$ cat src/verilog/rmsc_pkg.sv
// constants for the repeater management serial command block
package rmsc_pkg;
    localparam int        DATA_BITS  = 8;
    localparam logic [3:0] LAST_BIT  = 4'h7;
    localparam logic [2:0] SYNC_RST  = 3'h6;
    localparam logic [2:0] STRAP_CYC = 3'h4;
    localparam logic [7:0] OPT_MASK  = 8'hFC;
    localparam logic [7:0] OP_OPT    = 8'h08;
    localparam int        OPT_S_BIT  = 1;
    localparam int        OPT_A_BIT  = 0;
    localparam logic [7:0] OP_UP_ALT = 8'h1F;
    localparam logic [7:0] OP_TP_ALT = 8'h10;
    localparam logic [7:0] OP_UP_DIS = 8'h2F;
    localparam logic [7:0] OP_UP_EN  = 8'h3F;
    localparam logic [4:0] OP_TP_DIS = 5'h04;
    localparam logic [4:0] OP_TP_EN  = 5'h06;
    localparam logic [4:0] OP_LT_DIS = 5'h08;
    localparam logic [4:0] OP_LT_EN  = 5'h0A;
    localparam logic [4:0] OP_PL_DIS = 5'h0C;
    localparam logic [4:0] OP_PL_EN  = 5'h0E;
    localparam logic [7:0] RD_UP_ALL = 8'h8F;
    localparam logic [7:0] RD_UP_SL  = 8'h8B;
    localparam logic [7:0] RD_UP_B   = 8'h8D;
    localparam logic [7:0] RD_UP_NO  = 8'h89;
    localparam logic [7:0] RD_PART   = 8'h80;
    localparam logic [7:0] RD_RATE   = 8'hA0;
    localparam logic [7:0] RD_LINK   = 8'hD0;
    localparam logic [7:0] RD_POL    = 8'hE0;
    localparam logic [7:0] RD_JAB    = 8'hF0;
    localparam logic [7:0] RD_VER    = 8'hFF;
    typedef enum logic [3:0] {
        FR_IDLE  = 4'h1,
        FR_RX    = 4'h2,
        FR_START = 4'h4,
        FR_TX    = 4'h8
    } rmsc_fr_type;
endpackage

$ cat src/verilog/rmsc_ser_if.sv
// carrier between the command logic and the serial framer
`timescale 1ns/1ps
`default_nettype none
interface rmsc_ser_if;
    logic       edge_rise;
    logic       si_bit;
    logic       en;
    logic       tx_load;
    logic [7:0] tx_byte;
    logic       rx_done;
    logic [7:0] rx_byte;
    logic       so;
    modport framer (input edge_rise, si_bit, en, tx_load, tx_byte,
                    output rx_done, rx_byte, so);
    modport ctrl (output edge_rise, si_bit, en, tx_load, tx_byte,
                  input rx_done, rx_byte, so);
endinterface
`default_nettype wire
$ cat src/verilog/rmsc_framer.sv
// start-bit framed serial receiver and transmitter
`timescale 1ns/1ps
`default_nettype none
module rmsc_framer (
    input  wire logic        clock,
    input  wire logic        rst_n,
    rmsc_ser_if.framer       f
);
    rmsc_pkg::rmsc_fr_type state_q, state_d;
    logic [3:0]            cnt_q, cnt_d;
    logic [7:0]            sh_q, sh_d;
    logic                  so_q, so_d;
    logic                  done_q, done_d;
    logic [7:0]            rxb_q, rxb_d;

    always_comb begin
        state_d = state_q;
        cnt_d   = cnt_q;
        sh_d    = sh_q;
        so_d    = so_q;
        done_d  = 1'b0;
        rxb_d   = rxb_q;
        unique case (state_q)
            rmsc_pkg::FR_IDLE: begin
                so_d = 1'b1;
                if (f.tx_load) begin
                    sh_d    = f.tx_byte;
                    state_d = rmsc_pkg::FR_START;
                end else if (f.edge_rise && !f.si_bit) begin
                    cnt_d   = 4'h0;
                    state_d = rmsc_pkg::FR_RX;
                end
            end
            rmsc_pkg::FR_RX: begin
                if (f.edge_rise) begin
                    sh_d  = {f.si_bit, sh_q[7:1]};
                    cnt_d = 4'(cnt_q + 4'h1);
                    if (cnt_q == rmsc_pkg::LAST_BIT) begin
                        done_d  = 1'b1;
                        rxb_d   = {f.si_bit, sh_q[7:1]};
                        state_d = rmsc_pkg::FR_IDLE;
                    end
                end
            end
            rmsc_pkg::FR_START: begin
                if (f.edge_rise) begin
                    so_d    = 1'b0;
                    cnt_d   = 4'h0;
                    state_d = rmsc_pkg::FR_TX;
                end
            end
            rmsc_pkg::FR_TX: begin
                if (f.edge_rise) begin
                    if (cnt_q == 4'(rmsc_pkg::DATA_BITS)) begin
                        so_d    = 1'b1;
                        state_d = rmsc_pkg::FR_IDLE;
                    end else begin
                        so_d  = sh_q[0];
                        sh_d  = {1'b1, sh_q[7:1]};
                        cnt_d = 4'(cnt_q + 4'h1);
                    end
                end
            end
        endcase
        if (!f.en) begin
            state_d = rmsc_pkg::FR_IDLE;
            so_d    = 1'b1;
            done_d  = 1'b0;
        end
    end

    always_ff @(posedge clock or negedge rst_n) begin
        if (!rst_n) begin
            state_q <= rmsc_pkg::FR_IDLE;
            cnt_q   <= 4'h0;
            sh_q    <= 8'h00;
            so_q    <= 1'b1;
            done_q  <= 1'b0;
            rxb_q   <= 8'h00;
        end else begin
            state_q <= state_d;
            cnt_q   <= cnt_d;
            sh_q    <= sh_d;
            so_q    <= so_d;
            done_q  <= done_d;
            rxb_q   <= rxb_d;
        end
    end

    assign f.so      = so_q;
    assign f.rx_done = done_q;
    assign f.rx_byte = rxb_q;
endmodule
`default_nettype wire

$ cat src/verilog/rmsc_mgmt_serial.sv
// management serial command interpreter for the repeater core
// How it works
// - commands act only while test select low
// - host shifts commands in, responses shift out
// - bits sampled and launched on serial clock rise
// - each byte is start bit plus eight
// - data bits travel lsb first
// - options write latches mask and monitor select
// - uplink alternate algorithm until reset
// - all ports alternate algorithm together
// - uplink disable idles it, enable restores
// - port disable reconnects, enable of a disabled port forces link fail
// - per port link test disable and enable
// - per port polarity correction disable and enable
// - uplink status read clears three sticky flags
// - alternate uplink reads clear selectively
// - partition read returns one bit per port
// - rate error read one bit per port
// - link read one bit per port
// - polarity read one bit per port
// - select code maps to ports by variant
`timescale 1ns/1ps
`default_nettype none
module rmsc_mgmt_serial #(
    parameter int         PORTS   = 8,
    parameter logic [7:0] VERSION = 8'h3C // arbitrary value
) (
    input  wire logic             clock,
    input  wire logic             rst_n,
    input  wire logic             sclk,
    input  wire logic             si,
    input  wire logic             test_sel,
    input  wire logic             up_connected,
    input  wire logic             up_rate_err_evt,
    input  wire logic             up_coltest_evt,
    input  wire logic             up_link_evt,
    input  wire logic             long_jabber_status,
    input  wire logic [PORTS-1:0] tp_connected,
    input  wire logic [PORTS-1:0] tp_rate_err,
    input  wire logic [PORTS-1:0] tp_link_pass,
    input  wire logic [PORTS-1:0] tp_pol_rev,
    output logic                  so,
    output logic                  coltest_mask,
    output logic                  activity_monitor_alt,
    output logic                  up_alt_algo,
    output logic                  tp_alt_algo,
    output logic                  up_disabled,
    output logic                  up_part_idle,
    output logic [PORTS-1:0]      tp_disabled,
    output logic [PORTS-1:0]      tp_reconnect,
    output logic [PORTS-1:0]      tp_link_fail,
    output logic [PORTS-1:0]      tp_link_test_off,
    output logic [PORTS-1:0]      tp_pol_corr_en
);
    // bit 0 serial clock, bit 1 command input, bit 2 test select
    logic [2:0]       s1_q, s2_q, s3_q, lvl_q, lvl_d;
    logic             rise;
    logic             exec;
    logic [7:0]       b;
    logic             mask_q, mask_d;
    logic             alt_q, alt_d;
    logic             upalg_q, upalg_d;
    logic             tpalg_q, tpalg_d;
    logic             updis_q, updis_d;
    logic             upidle_q, upidle_d;
    logic [PORTS-1:0] tpdis_q, tpdis_d;
    logic [PORTS-1:0] recon_q, recon_d;
    logic [PORTS-1:0] lfail_q, lfail_d;
    logic [PORTS-1:0] ltoff_q, ltoff_d;
    logic [PORTS-1:0] polen_q, polen_d;
    logic             stb_q, stb_d;
    logic             sts_q, sts_d;
    logic             stl_q, stl_d;
    logic             load_q, load_d;
    logic [7:0]       txb_q, txb_d;
    logic [2:0]       strap_q, strap_d;

    rmsc_ser_if ser ();

    rmsc_framer u_framer (
        .clock (clock),
        .rst_n (rst_n),
        .f     (ser)
    );

    function automatic logic [PORTS-1:0] sel_mask(input logic [2:0] c);
        logic [PORTS-1:0] m;
        m = '0;
        for (int i = 0; i < PORTS; i++) begin
            if (PORTS == 8)
                m[i] = (c == 3'(i));
            else
                m[i] = c[0] && (c[2:1] == 2'(i));
        end
        return m;
    endfunction

    function automatic logic [7:0] pad(input logic [PORTS-1:0] v);
        return 8'(v);
    endfunction

    // level follows once the second and third stage agree
    always_comb begin
        lvl_d = (s2_q & s3_q) | (lvl_q & (s2_q | s3_q));
    end

    always_ff @(posedge clock or negedge rst_n) begin
        if (!rst_n) begin
            s1_q  <= rmsc_pkg::SYNC_RST;
            s2_q  <= rmsc_pkg::SYNC_RST;
            s3_q  <= rmsc_pkg::SYNC_RST;
            lvl_q <= rmsc_pkg::SYNC_RST;
        end else begin
            s1_q  <= {test_sel, si, sclk};
            s2_q  <= s1_q;
            s3_q  <= s2_q;
            lvl_q <= lvl_d;
        end
    end

    assign rise = s2_q[0] && s3_q[0] && !lvl_q[0];
    assign exec = ser.rx_done && !lvl_q[2];
    assign b    = ser.rx_byte;

    assign ser.edge_rise = rise;
    assign ser.si_bit    = lvl_q[1];
    assign ser.en        = !lvl_q[2];
    assign ser.tx_load   = load_q;
    assign ser.tx_byte   = txb_q;

    always_comb begin
        logic clr_b;
        logic clr_s;
        logic clr_l;
        logic [PORTS-1:0] m;
        clr_b    = 1'b0;
        clr_s    = 1'b0;
        clr_l    = 1'b0;
        m        = sel_mask(b[2:0]);
        mask_d   = mask_q;
        alt_d    = alt_q;
        upalg_d  = upalg_q;
        tpalg_d  = tpalg_q;
        updis_d  = updis_q;
        upidle_d = 1'b0;
        tpdis_d  = tpdis_q;
        recon_d  = '0;
        lfail_d  = '0;
        ltoff_d  = ltoff_q;
        polen_d  = polen_q;
        load_d   = 1'b0;
        txb_d    = txb_q;
        strap_d  = strap_q;
        if (strap_q != rmsc_pkg::STRAP_CYC) begin
            strap_d = 3'(strap_q + 3'h1);
            if (strap_d == rmsc_pkg::STRAP_CYC && !lvl_d[1])
                polen_d = '1;
        end
        if (exec) begin
            case (b)
                rmsc_pkg::OP_UP_ALT: upalg_d = 1'b1;
                rmsc_pkg::OP_TP_ALT: tpalg_d = 1'b1;
                rmsc_pkg::OP_UP_DIS: begin
                    updis_d  = 1'b1;
                    upidle_d = 1'b1;
                end
                rmsc_pkg::OP_UP_EN: updis_d = 1'b0;
                rmsc_pkg::RD_UP_ALL, rmsc_pkg::RD_UP_SL,
                rmsc_pkg::RD_UP_B, rmsc_pkg::RD_UP_NO: begin
                    load_d = 1'b1;
                    txb_d  = {up_connected, stb_q, sts_q, stl_q,
                              4'h0};
                    clr_b  = (b == rmsc_pkg::RD_UP_ALL)
                          || (b == rmsc_pkg::RD_UP_B);
                    clr_s  = (b == rmsc_pkg::RD_UP_ALL)
                          || (b == rmsc_pkg::RD_UP_SL);
                    clr_l  = clr_s;
                end
                rmsc_pkg::RD_PART: begin
                    load_d = 1'b1;
                    txb_d  = pad(tp_connected);
                end
                rmsc_pkg::RD_RATE: begin
                    load_d = 1'b1;
                    txb_d  = pad(tp_rate_err);
                end
                rmsc_pkg::RD_LINK: begin
                    load_d = 1'b1;
                    txb_d  = pad(tp_link_pass | ltoff_q);
                end
                rmsc_pkg::RD_POL: begin
                    load_d = 1'b1;
                    txb_d  = pad(tp_pol_rev);
                end
                rmsc_pkg::RD_JAB: begin
                    load_d = 1'b1;
                    txb_d  = {long_jabber_status, 7'h00};
                end
                rmsc_pkg::RD_VER: begin
                    load_d = 1'b1;
                    txb_d  = VERSION;
                end
                default: begin
                    if ((b & rmsc_pkg::OPT_MASK) == rmsc_pkg::OP_OPT) begin
                        mask_d = b[rmsc_pkg::OPT_S_BIT];
                        alt_d  = b[rmsc_pkg::OPT_A_BIT];
                    end else begin
                        case (b[7:3])
                            rmsc_pkg::OP_TP_DIS: begin
                                tpdis_d = tpdis_q | m;
                                recon_d = m;
                            end
                            rmsc_pkg::OP_TP_EN: begin
                                lfail_d = m & tpdis_q;
                                tpdis_d = tpdis_q & ~m;
                            end
                            rmsc_pkg::OP_LT_DIS:
                                ltoff_d = ltoff_q | m;
                            rmsc_pkg::OP_LT_EN:
                                ltoff_d = ltoff_q & ~m;
                            rmsc_pkg::OP_PL_DIS:
                                polen_d = polen_q & ~m;
                            rmsc_pkg::OP_PL_EN:
                                polen_d = polen_q | m;
                            default: ;
                        endcase
                    end
                end
            endcase
        end
        // a new event wins over a clear in the same cycle
        stb_d = up_rate_err_evt | (stb_q & ~clr_b);
        sts_d = up_coltest_evt | (sts_q & ~clr_s);
        stl_d = up_link_evt | (stl_q & ~clr_l);
    end

    always_ff @(posedge clock or negedge rst_n) begin
        if (!rst_n) begin
            mask_q   <= 1'b0;
            alt_q    <= 1'b0;
            upalg_q  <= 1'b0;
            tpalg_q  <= 1'b0;
            updis_q  <= 1'b0;
            upidle_q <= 1'b0;
            tpdis_q  <= '0;
            recon_q  <= '0;
            lfail_q  <= '0;
            ltoff_q  <= '0;
            polen_q  <= '0;
            stb_q    <= 1'b0;
            sts_q    <= 1'b0;
            stl_q    <= 1'b0;
            load_q   <= 1'b0;
            txb_q    <= 8'h00;
            strap_q  <= 3'h0;
        end else begin
            mask_q   <= mask_d;
            alt_q    <= alt_d;
            upalg_q  <= upalg_d;
            tpalg_q  <= tpalg_d;
            updis_q  <= updis_d;
            upidle_q <= upidle_d;
            tpdis_q  <= tpdis_d;
            recon_q  <= recon_d;
            lfail_q  <= lfail_d;
            ltoff_q  <= ltoff_d;
            polen_q  <= polen_d;
            stb_q    <= stb_d;
            sts_q    <= sts_d;
            stl_q    <= stl_d;
            load_q   <= load_d;
            txb_q    <= txb_d;
            strap_q  <= strap_d;
        end
    end

    assign so                   = ser.so;
    assign coltest_mask         = mask_q;
    assign activity_monitor_alt = alt_q;
    assign up_alt_algo          = upalg_q;
    assign tp_alt_algo          = tpalg_q;
    assign up_disabled          = updis_q;
    assign up_part_idle         = upidle_q;
    assign tp_disabled          = tpdis_q;
    assign tp_reconnect         = recon_q;
    assign tp_link_fail         = lfail_q;
    assign tp_link_test_off     = ltoff_q;
    assign tp_pol_corr_en       = polen_q;
endmodule
`default_nettype wire

$ cat config.mk
export PLATFORM = sky130hd
export DESIGN_NAME = rmsc_mgmt_serial
export DESIGN_NICKNAME = d
export VERILOG_FILES = /design/src/verilog/rmsc_pkg.sv /design/src/verilog/rmsc_ser_if.sv /design/src/verilog/rmsc_framer.sv /design/src/verilog/rmsc_mgmt_serial.sv
export SDC_FILE = /design/constraint.sdc
export NUM_CORES = 1
export LEC_CHECK = 0
export ABC_AREA = 1
export BUFFER_PORTS_ARGS = -buffer_cell sky130_fd_sc_hd__buf_2
export CAP_MARGIN = 20
export CORE_ASPECT_RATIO = 1.4
export CORE_MARGIN = 4
export CORE_UTILIZATION = 35
export DETAILED_ROUTE_END_ITERATION = 6
export PLACE_DENSITY = 0.51
export SYNTH_ARGS = -nofsm -noshare
export SYNTH_HDL_FRONTEND = slang
export SYNTH_SLANG_ARGS = --single-unit
$ cat constraint.sdc
create_clock -name clock -period 3.5 [get_ports clock]
set_input_delay 0.7 -clock clock [delete_from_list [all_inputs] [get_ports clock]]
set_output_delay 0.7 -clock clock [all_outputs]
set_load 0.03 [all_outputs]
# After elaboration in Yosys (flattened, before gate mapping)

Index checks and enable logic that the tools add are counted.

Output and inout port bits: 47
Bits in registers: 99

Mux-type cells: 56
Reduce and logical (&&, ||, !) cells: 33
Equal/unequal tests: 49
Add/sub/neg operators: 2
Bitwise operators: 23

Operators with widths:

| kind               | number |
|---|---|
| $mux 8             | 17 |
| $eq 8x8->1 const B | 10 |
| $mux 4             | 14 |
| $pmux 8 s7         | 1 |
| $pmux 8 s2         | 3 |
| $and 8x8->8        | 4 |
| $or 8x8->8         | 4 |
| $pmux 4 s4         | 2 |
| $pmux 8 s3         | 1 |
| $eq 5x4->1 const B | 4 |
| $eq 8x5->1 const B | 2 |
| $eq 8x6->1 const B | 2 |
| $mux 1             | 16 |
| $eq 3x3->1 const B | 5 |
| $ne 3x2->1 const B | 5 |
| $reduce_or 14->1   | 1 |
| $reduce_and 6->1   | 2 |
| $eq 5x3->1 const B | 2 |
| $reduce_or 10->1   | 1 |
| $reduce_and 3->1   | 3 |
| $eq 4x3->1 const B | 2 |
| $eq 4x4->1 const B | 2 |
| $ne 2x1->1 const B | 4 |
| $not 8->8          | 1 |
| 29 further kinds   | 55 |

# Logic depth before layout (Yosys ltp)

Gate-level depths: netlist (run 1).

Depth after elaboration: 11
Mapped depth: 12

# Modules after synthesis

From an unflattened synthesis (run 1), not the netlist that was laid out.

Cell total of the unflattened synthesis: 665
Area total of the unflattened synthesis: 5,190.0 µm²

Modules (own cells, without submodules):

| module           | seq. area each (µm²) | area each (µm²) | cells each | times used |
|---|---|---|---|---|
| rmsc_mgmt_serial | 1,836.8              | 3,657.3         | 457        | 1 |
| rmsc_framer      | 653.1                | 1,532.7         | 208        | 1 |

# Worst setup path before layout (run 1)

No wires, ideal clock.

Path type: reg-to-reg
Start: register u_framer.rxb_q[0] (netlist: u_framer.f.rx_byte[0])
End: register polen_q[3] (netlist: tp_pol_corr_en[3])
Cell stages (with the launch flop): 11
Setup slack: 1.803 ns
Arrival: 1.576 ns
Path buffers: 2
Data required time: 3.380 ns
Cells stage by stage: dfrtp_1 -> buf_2 -> nand2_2 -> nor2_1 -> nand2_1 -> nand3_1 -> nor2_2 -> nand2_4 -> buf_6 -> o21ai_1 -> nand2_1

Word-level cells in the longest chain between the ends: 7

RTL lines:

| element                | line                    | text |
|---|---|---|
| from (decl)            | rmsc_framer.sv:14       | `logic [7:0] rxb_q, rxb_d;` |
| from (signal assigned) | rmsc_framer.sv:86       | `rxb_q <= rxb_d;` |
| $eq 3x2->1             | rmsc_mgmt_serial.sv:91  | `m[i] = (c == 3'(i));` |
| $not 8->8              | rmsc_mgmt_serial.sv:222 | `polen_d = polen_q & ~m;` |
| $and 8x8->8            | rmsc_mgmt_serial.sv:222 |  |
| $pmux 8 s2             | rmsc_mgmt_serial.sv:208 | `case (b[7:3])` |
| $mux 8                 | rmsc_mgmt_serial.sv:204 | `if ((b & rmsc_pkg::OPT_MASK) == rmsc_pkg::OP_OPT) begin` |
| $mux 8 (*)             | rmsc_mgmt_serial.sv:160 | `case (b)` |
| $mux 8 (*)             | rmsc_mgmt_serial.sv:159 | `if (exec) begin` |
| via polen_d[3]         | rmsc_mgmt_serial.sv:70  | `logic [PORTS-1:0] polen_q, polen_d;` |
| to (signal assigned)   | rmsc_mgmt_serial.sv:267 | `polen_q <= polen_d;` |
| to (decl)              | rmsc_mgmt_serial.sv:70  |  |

Mark *: on every way through the listed nets, which the timed path passes. The rest lies on a longest branch.
A chain may end at the register's enable or synchronous reset.

# Worst setup path after layout (run 1)

Start: register lvl_q[2]
End: register polen_q[0] (netlist: tp_pol_corr_en[0])

Word-level cells in the longest chain between the ends: 3

RTL lines:

| element                | line                    | text |
|---|---|---|
| from (decl)            | rmsc_mgmt_serial.sv:56  | `logic [2:0] s1_q, s2_q, s3_q, lvl_q, lvl_d;` |
| from (signal assigned) | rmsc_mgmt_serial.sv:112 | `lvl_q <= rmsc_pkg::SYNC_RST;` |
| from (signal assigned) | rmsc_mgmt_serial.sv:117 | `lvl_q <= lvl_d;` |
| $logic_not 1->1        | --                      |  |
| $logic_and 1x1->1      | rmsc_mgmt_serial.sv:122 | `assign exec = ser.rx_done && !lvl_q[2];` |
| $mux 8                 | rmsc_mgmt_serial.sv:159 |  |
| via polen_d[0]         | rmsc_mgmt_serial.sv:70  |  |

The timed path passes the listed nets, and every way through them passes these cells.

==> impl_table.tex, run 1 <==
\begin{tabular}{lr}
\hline
Metric & Value \\
\hline
\multicolumn{2}{l}{\textbf{Synth}} \\
Seq cells post-synth & 99 \\
Nets in the synthesized netlist & 674 \\
Top\_reg\_cell synth & dfrtp\_1 \\
Post-synthesis async set-or-reset flop share & 100\% \\
Warnings, synthesis & 0 \\
Post-synthesis instance area & 4930 µm² \\
Mean area per synthesized cell & 7.87 µm² \\
Cells after synthesis & 627 \\
Combinational family with the most area after synthesis & simple AND/OR/NAND/NOR gates \\
Share of synthesized cell area in and, or, nand and nor gates & 31.0\% \\
Post-synthesis xor/xnor area fraction & 0.532\% \\
Share of cell area taken by muxes after synthesis & 0\% \\
Proportion of synthesized chip area in sequential cells & 50.5\% \\
Compound-cell area share of the yosys netlist & 9.51\% \\
Number of enable-type register cells in the synthesized netlist & 0 \\
Adder-cell share of the synthesized area & 1.47\% \\
Library cells used by synthesis & 35 \\
\multicolumn{2}{l}{\textbf{Floorplan}} \\
Effective utilization at floorplan & 35.6\% \\
Top-level I/O count & 89 \\
Total die area & 16100 µm² \\
Core region area & 13800 µm² \\
Chip Width & 108 µm \\
Die extent in y & 148 µm \\
Row count & 51 \\
\multicolumn{2}{l}{\textbf{Power}} \\
Internal Pwr Total & 2.08 mW \\
Standby leakage power & 3.09 nW \\
Portion of total power attributed to the clock network & 40.9\% \\
Combinational group share of total power & 13.7\% \\
Fraction of power consumed by sequential logic & 45.4\% \\
Total power of the final layout & 2.83 mW \\
Proportion of total power due to net switching & 26.5\% \\
Highest ir drop seen on vdd & 260 µV \\
Net switching component of the power & 0.751 mW \\
Pwr per Cell Area & 479 nW/µm² \\
\multicolumn{2}{l}{\textbf{Timing}} \\
Final Critical Period & 2.47 ns \\
Setup tns final & 0 ns \\
Number of failing hold endpoints at the final stage & 0 \\
Measured slew at the worst slew-check pin & 0.940 ns \\
RSZ-0062 raised after global routing & no \\
Hold Slack & 0.358 ns \\
Headroom to the max-slew limit & 37.1\% \\
Final setup violation count & 0 \\
Max-slew violation count & 0 \\
Final setup slack of the worst path & 1.03 ns \\
Final Cycle Share & 70.4\% \\
Skew final & 0.00583 ns \\
Max Clk Rate & 0.406 GHz \\
\multicolumn{2}{l}{\textbf{Critical path}} \\
Largest stage delay on the critical path & 0.56 ns \\
Endpoint class of the critical path & flip-flop \\
Cell family with most CP delay & simple AND/OR/NAND/NOR gates \\
Worst path cell trace & inv\_2, nand2\_2, inv\_1, nand3\_1, nor3\_4, nand2\_4, o21ai\_0, nand2\_1 \\
CP startpoint kind & flip-flop \\
CP max-delay cell & nor3\_4 \\
Required arrival time at the worst endpoint & 3.73 ns \\
Worst Path Max Fanout & 17 \\
FF-to-FF setup slack & 1.03 ns \\
Critical path class & reg -> reg \\
Buf+Inv Stages, Crit Path & 2 \\
Arrival time worst endpoint & 2.70 ns \\
\multicolumn{2}{l}{\textbf{Layout}} \\
Total number of nets in the final design & 762 \\
Layout overhead on the synthesized area & 19.9\% \\
Count of inserted antenna diode cells & 0 \\
FF+latch area & 2490 µm² \\
Number of fill cells in the layout & 1417 \\
Fraction of final layout cells sized beyond drive strength 1 & 19.3\% \\
Area occupied by multi-input gates & 2100 µm² \\
Post-layout utilization of the core & 42.7\% \\
\multicolumn{2}{l}{\textbf{Placement}} \\
RePlAce Congestion & 0.928 \\
Half-perimeter wire length of the detailed placement result & 11000 µm \\
Number of buffers inserted by port buffering & 88 \\
Post-placement setup slack & 1.07 ns \\
\multicolumn{2}{l}{\textbf{Clock network}} \\
Maximum count of clock buffers along a single path & 2 \\
TritonCTS clock tree & yes \\
Clock Sink Count & 99 \\
Total CTS buffers & 9 \\
CTS clock-pin slew for the worst setup and hold paths & 0.07 ns \\
Post-CTS setup buffer count & 0 \\
Post\_cts resized & 0 \\
H-Tree Level Count & 3 \\
Clock Latency Late Sink & 0.35 ns \\
Total of hold buffers inserted after clock tree synthesis & 0 \\
Root Buffer & clkbuf\_16 \\
\multicolumn{2}{l}{\textbf{Detailed routing}} \\
Antenna-violating nets left & 0 \\
DR DRC count & 0 \\
Total length of routed wires & 14400 µm \\
Routed len/inst & 15.9 µm \\
Vias & 4502 \\
Violation count after the first detailed-routing iteration & 265 \\
Router iterations before antenna repair & 5 \\
Avg Vias per Cell & 4.97 \\
\multicolumn{2}{l}{\textbf{GRT}} \\
Pin count of the biggest net entering global routing & 52 \\
Aggregate global routing overflow & 0 \\
Initial antenna violation count & 1 \\
Overall routing resource usage & 18.8\% \\
Wire length of the first global-routing pass & 23300 µm \\
Via count of the first global-routing pass & 4604 \\
\multicolumn{2}{l}{\textbf{Run}} \\
Max Cap Viol & 0 \\
\multicolumn{2}{l}{\textbf{Min path}} \\
Path type of the worst min-delay path & reg -> reg \\
\multicolumn{2}{l}{\textbf{Run status}} \\
Run status & completed \\
\hline
\end{tabular}
## worst paths after layout
check / startpoint / to / cells past startpoint
worst max-delay path: lvl_q[2] / tp_pol_corr_en[0] / 8
worst min-delay path: s1_q[2] / s2_q[2] / 0
worst max register to register: lvl_q[2] / tp_pol_corr_en[0] / 8
worst min register to register: s1_q[2] / s2_q[2] / 0
max in group asynchronous: rst_n / u_framer.f.so / 2
min in group asynchronous: rst_n / s2_q[0] / 1
## layout make-up
| type | count | share of cell area, % |
|---|---|---|
| Inverter | 71 | 4.50 |
| Sequential cell | 99 | 42.1 |
| Multi-Input combinational cell | 443 | 35.5 |
| Tap cell | 185 | 3.91 |
| Clock inverter | 6 | 1.90 |
| Clock buffer | 10 | 4.04 |
| Timing Repair Buffer | 91 | 8.08 |
## metrics by stage
step	instance area (µm²)	cells
2_1_floorplan	4930	627
3_3_place_gp	5570	889
3_5_place_dp	5570	889
4_1_cts	5920	905
5_1_grt	5920	905
6_report	5920	905
## cells in the mapped netlist (5+ instances only)
master	number	area share, %
nand2_1	212	16
dfrtp_1	89	45
inv_1	67	5.1
o21ai_0	52	5.3
nor2_1	43	3.3
nand4_1	34	4.3
nand3_1	30	3.0
a21oi_1	15	1.5
dfstp_2	10	5.3
nor3_1	10	1.0
o211ai_1	7	1.1
nand2_2	6	0.76
nor3_2	6	1.2
clkbuf_1	5	0.38
ha_1	5	1.3
## cell usage in the layout, fill, tap and decap left out, types with 2 or more instances in the layout
cell and instances:
xor2_1 2, clkinv_4 2, nor3_2 6, buf_4 3, buf_2 87, nand3_1 30, dfrtp_1 89, nor3_1 10
o21bai_1 4, bufinv_16 3, nand4_1 34, a21oi_1 15, ha_1 5, o21ai_0 52, inv_1 67, nor2_1 43
nand2_2 6, clkbuf_16 9, nor2_2 2, dfstp_2 10, nand2_1 212, o211ai_1 7, o21ai_1 4, inv_2 4
## power groups by stage
stage	Clock [mW]	Combinational, mW	Sequential [mW]
3_3_place_gp	0	0.381	1.31
3_5_place_dp	0	0.389	1.31
5_1_grt	1.23	0.450	1.30
4_1_cts	1.19	0.393	1.29
6_report	1.16	0.387	1.29
2_1_floorplan	0	0.237	1.32
## kinds of logic after synthesis
family	count (synthesis)
flip-flops	99
AO/OA/AOI/OAI	86
AND/OR/NAND/NOR	348
buffers and inverters	85
XOR/XNOR	3
adder cells (fa/ha/maj)	6
## layer usage
metal	vias to the layer above	GRT usage, %	wire length, µm
met4	2	8.65	422
met2	127	33.2	7460
met3	29	3.13	635
li1	2210	-	-
met1	2134	22.1	5860
met5	-	0	12
No activity file was read; power rests on OpenSTA's default activity.
==> inputs of run 2 (changes only) <==
==> constraint.sdc (replaced) <==
create_clock -name clock -period 2.3 [get_ports clock]
set_input_delay 0.46 -clock clock [delete_from_list [all_inputs] [get_ports clock]]
set_output_delay 0.46 -clock clock [all_outputs]
set_load 0.03 [all_outputs]
==> impl_table.tex, run 2 (synthesis gave the netlist of run 1 again) <==
\begin{tabular}{lr}
\hline
Metric & Value \\
\hline
\multicolumn{2}{l}{\textbf{Critical path}} \\
CP startpoint kind & flip-flop \\
Arrival time worst endpoint & 2.31 ns \\
Largest stage delay on the critical path & 0.48 ns \\
Endpoint class of the critical path & flip-flop \\
FF-to-FF setup slack & 0.23 ns \\
Cells on worst reg2reg path & 11 \\
Critical path class & reg -> reg \\
CP max-delay cell & dfrtp\_1 \\
Worst Path Max Fanout & 9 \\
CP most frequent cell & nand2\_1 \\
Required arrival time at the worst endpoint & 2.54 ns \\
Startpoint of the worst-slack reg-to-reg timing path & u\_framer.f.rx\_byte[0] \\
Worst R2R End & ser.tx\_byte[5] \\
Worst path cell trace & inv\_1, nand2\_1, nor2\_4, nand2\_1, nand2\_1, nor2\_1, nand2\_1, o21ai\_2, inv\_2, nand2\_1, nand2\_1 \\
\multicolumn{2}{l}{\textbf{Power}} \\
Net switching component of the power & 1.17 mW \\
Highest ir drop seen on vdd & 352 µV \\
Pwr per Cell Area & 714 nW/µm² \\
Fraction of power consumed by sequential logic & 45.1\% \\
Portion of total power attributed to the clock network & 40.6\% \\
Internal Pwr Total & 3.18 mW \\
Standby leakage power & 3.20 nW \\
Proportion of total power due to net switching & 26.9\% \\
Combinational group share of total power & 14.3\% \\
\multicolumn{2}{l}{\textbf{GRT}} \\
Initial antenna violation count & 0 \\
Pin count of the biggest net entering global routing & 45 \\
Wire length of the first global-routing pass & 23800 µm \\
Overall routing resource usage & 19.3\% \\
Via count of the first global-routing pass & 4739 \\
Aggregate global routing overflow & 0 \\
\multicolumn{2}{l}{\textbf{Placement}} \\
RePlAce Congestion & 0.886 \\
Dpl cells & 909 \\
Number of buffers inserted by port buffering & 88 \\
Half-perimeter wire length of the detailed placement result & 11500 µm \\
\multicolumn{2}{l}{\textbf{Floorplan}} \\
Die extent in y & 148 µm \\
Chip Width & 108 µm \\
Core region area & 13800 µm² \\
Row count & 51 \\
Top-level I/O count & 89 \\
Total die area & 16100 µm² \\
Effective utilization at floorplan & 35.6\% \\
\multicolumn{2}{l}{\textbf{Clock network}} \\
H-Tree Level Count & 3 \\
Root Buffer & clkbuf\_16 \\
Total CTS buffers & 9 \\
Clock Sink Count & 99 \\
Maximum count of clock buffers along a single path & 2 \\
CTS clock-pin slew for the worst setup and hold paths & 0.07 ns \\
TritonCTS clock tree & yes \\
Total of hold buffers inserted after clock tree synthesis & 0 \\
Clock Latency Late Sink & 0.35 ns \\
\multicolumn{2}{l}{\textbf{Detailed routing}} \\
DR DRC count & 0 \\
Vias & 4641 \\
DR WL met3 & 587 µm \\
Antenna-violating nets left & 0 \\
Router iterations before antenna repair & 5 \\
Avg Vias per Cell & 5.00 \\
Top layer reached by signal wires & met4 \\
Total length of routed wires & 15100 µm \\
Violation count after the first detailed-routing iteration & 224 \\
Metal-1 WL & 5990 µm \\
Routed len/inst & 16.3 µm \\
Met2 routed wirelength & 7990 µm \\
\multicolumn{2}{l}{\textbf{Layout}} \\
Number of fill cells in the layout & 1427 \\
Layout overhead on the synthesized area & 23.5\% \\
Count of inserted antenna diode cells & 0 \\
Non-filler cells in the finished layout & 928 \\
Fraction of final layout cells sized beyond drive strength 1 & 21.8\% \\
Most common cell after layout, fill and taps aside & nand2\_1 \\
Most frequent cells in the layout & nand2\_1 (212), dfrtp\_1 (89), buf\_2 (87) \\
Total number of nets in the final design & 785 \\
\multicolumn{2}{l}{\textbf{Timing}} \\
Skew final & 0.00693 ns \\
Hold Slack & 0.0453 ns \\
Number of failing hold endpoints at the final stage & 0 \\
RSZ-0062 raised after global routing & no \\
Measured slew at the worst slew-check pin & 0.607 ns \\
Final setup violation count & 0 \\
Final Cycle Share & 90.1\% \\
Max Clk Rate & 0.483 GHz \\
Final Critical Period & 2.07 ns \\
Headroom to the max-slew limit & 59.4\% \\
Max-slew violation count & 0 \\
\multicolumn{2}{l}{\textbf{Run status}} \\
Run status & completed \\
\multicolumn{2}{l}{\textbf{Min path}} \\
Path type of the worst min-delay path & in -> async \\
\multicolumn{2}{l}{\textbf{Run}} \\
Max Cap Viol & 0 \\
\hline
\end{tabular}
## run 2: area by class of cell
cell class | instances | area, µm² | share of cell area [%]
well taps | 185 | 231 | 3.80
inverters | 71 | 267 | 4.37
clock inverters | 6 | 111 | 1.83
repair buffers | 113 | 643 | 10.6
clock buffers | 10 | 239 | 3.92
multi-input cells | 444 | 2110 | 34.6
flip-flops and latches | 99 | 2490 | 40.9
## run 2: layer usage
metal | up-vias | global-route usage (%)
met5 | - | 0
met4 | 0 | 7.96
met3 | 34 | 3.21
met2 | 125 | 34.9
met1 | 2230 | 22.2
li1 | 2252 | -
## run 2: how the worst max path moves through the flow
stage | startpoint | to | cells after the start
3_3_place_gp | u_framer.f.rx_byte[0] | tp_link_fail[3] | 10
6_report | u_framer.f.rx_byte[0] | ser.tx_byte[5] | 11
5_1_grt | u_framer.f.rx_byte[0] | ser.tx_byte[5] | 11
4_1_cts | u_framer.f.rx_byte[0] | tp_link_fail[1] | 10
2_1_floorplan | u_framer.f.rx_byte[0] | tp_pol_corr_en[3] | 10
3_5_place_dp | u_framer.f.rx_byte[0] | tp_link_fail[1] | 10
## run 2: power by group through the flow
stage | registers [mW] | logic [mW] | clock network (mW)
after floorplan | 2.01 | 0.361 | 0
after detailed placement | 2.00 | 0.626 | 0
after global placement | 1.99 | 0.618 | 0
after global routing | 1.98 | 0.702 | 1.89
final | 1.96 | 0.623 | 1.77
after CTS | 1.96 | 0.630 | 1.81
## run 2: worst max-delay path: cells and delay by family, from the launching register on
kind / cells / cell delay, ns
buffers and inverters: 2 / 0.26
AO/OA/AOI/OAI: 1 / 0.42
flip-flops: 1 / 0.48
AND/OR/NAND/NOR: 8 / 0.78
## run 2: through the flow
| stage | setup slack, ns | util (%) | total power [mW] | setup TNS, ns | instance area (µm²) |
|---|---|---|---|---|---|
| finish | 0.228 | 44.0 | 4.35 | 0 | 6090 |
| global route | 0.000188 | 44.0 | 4.57 | 0 | 6090 |
| CTS | 0.0586 | 43.8 | 4.40 | 0 | 6070 |
| detailed placement | -0.323 | 41.3 | 2.62 | -1.85 | 5720 |
| global placement | -0.151 | 41.3 | 2.61 | -0.886 | 5720 |
| floorplan | 0.603 | - | 2.37 | 0 | 4930 |
## run 2: repair_timing
item                       CTS  global route
hold endpoints to repair     0             0
gates resized for setup      1             0
pin swaps                    0             1
setup buffers                0             2
setup endpoints to repair    9             8
gates cloned                 0             1
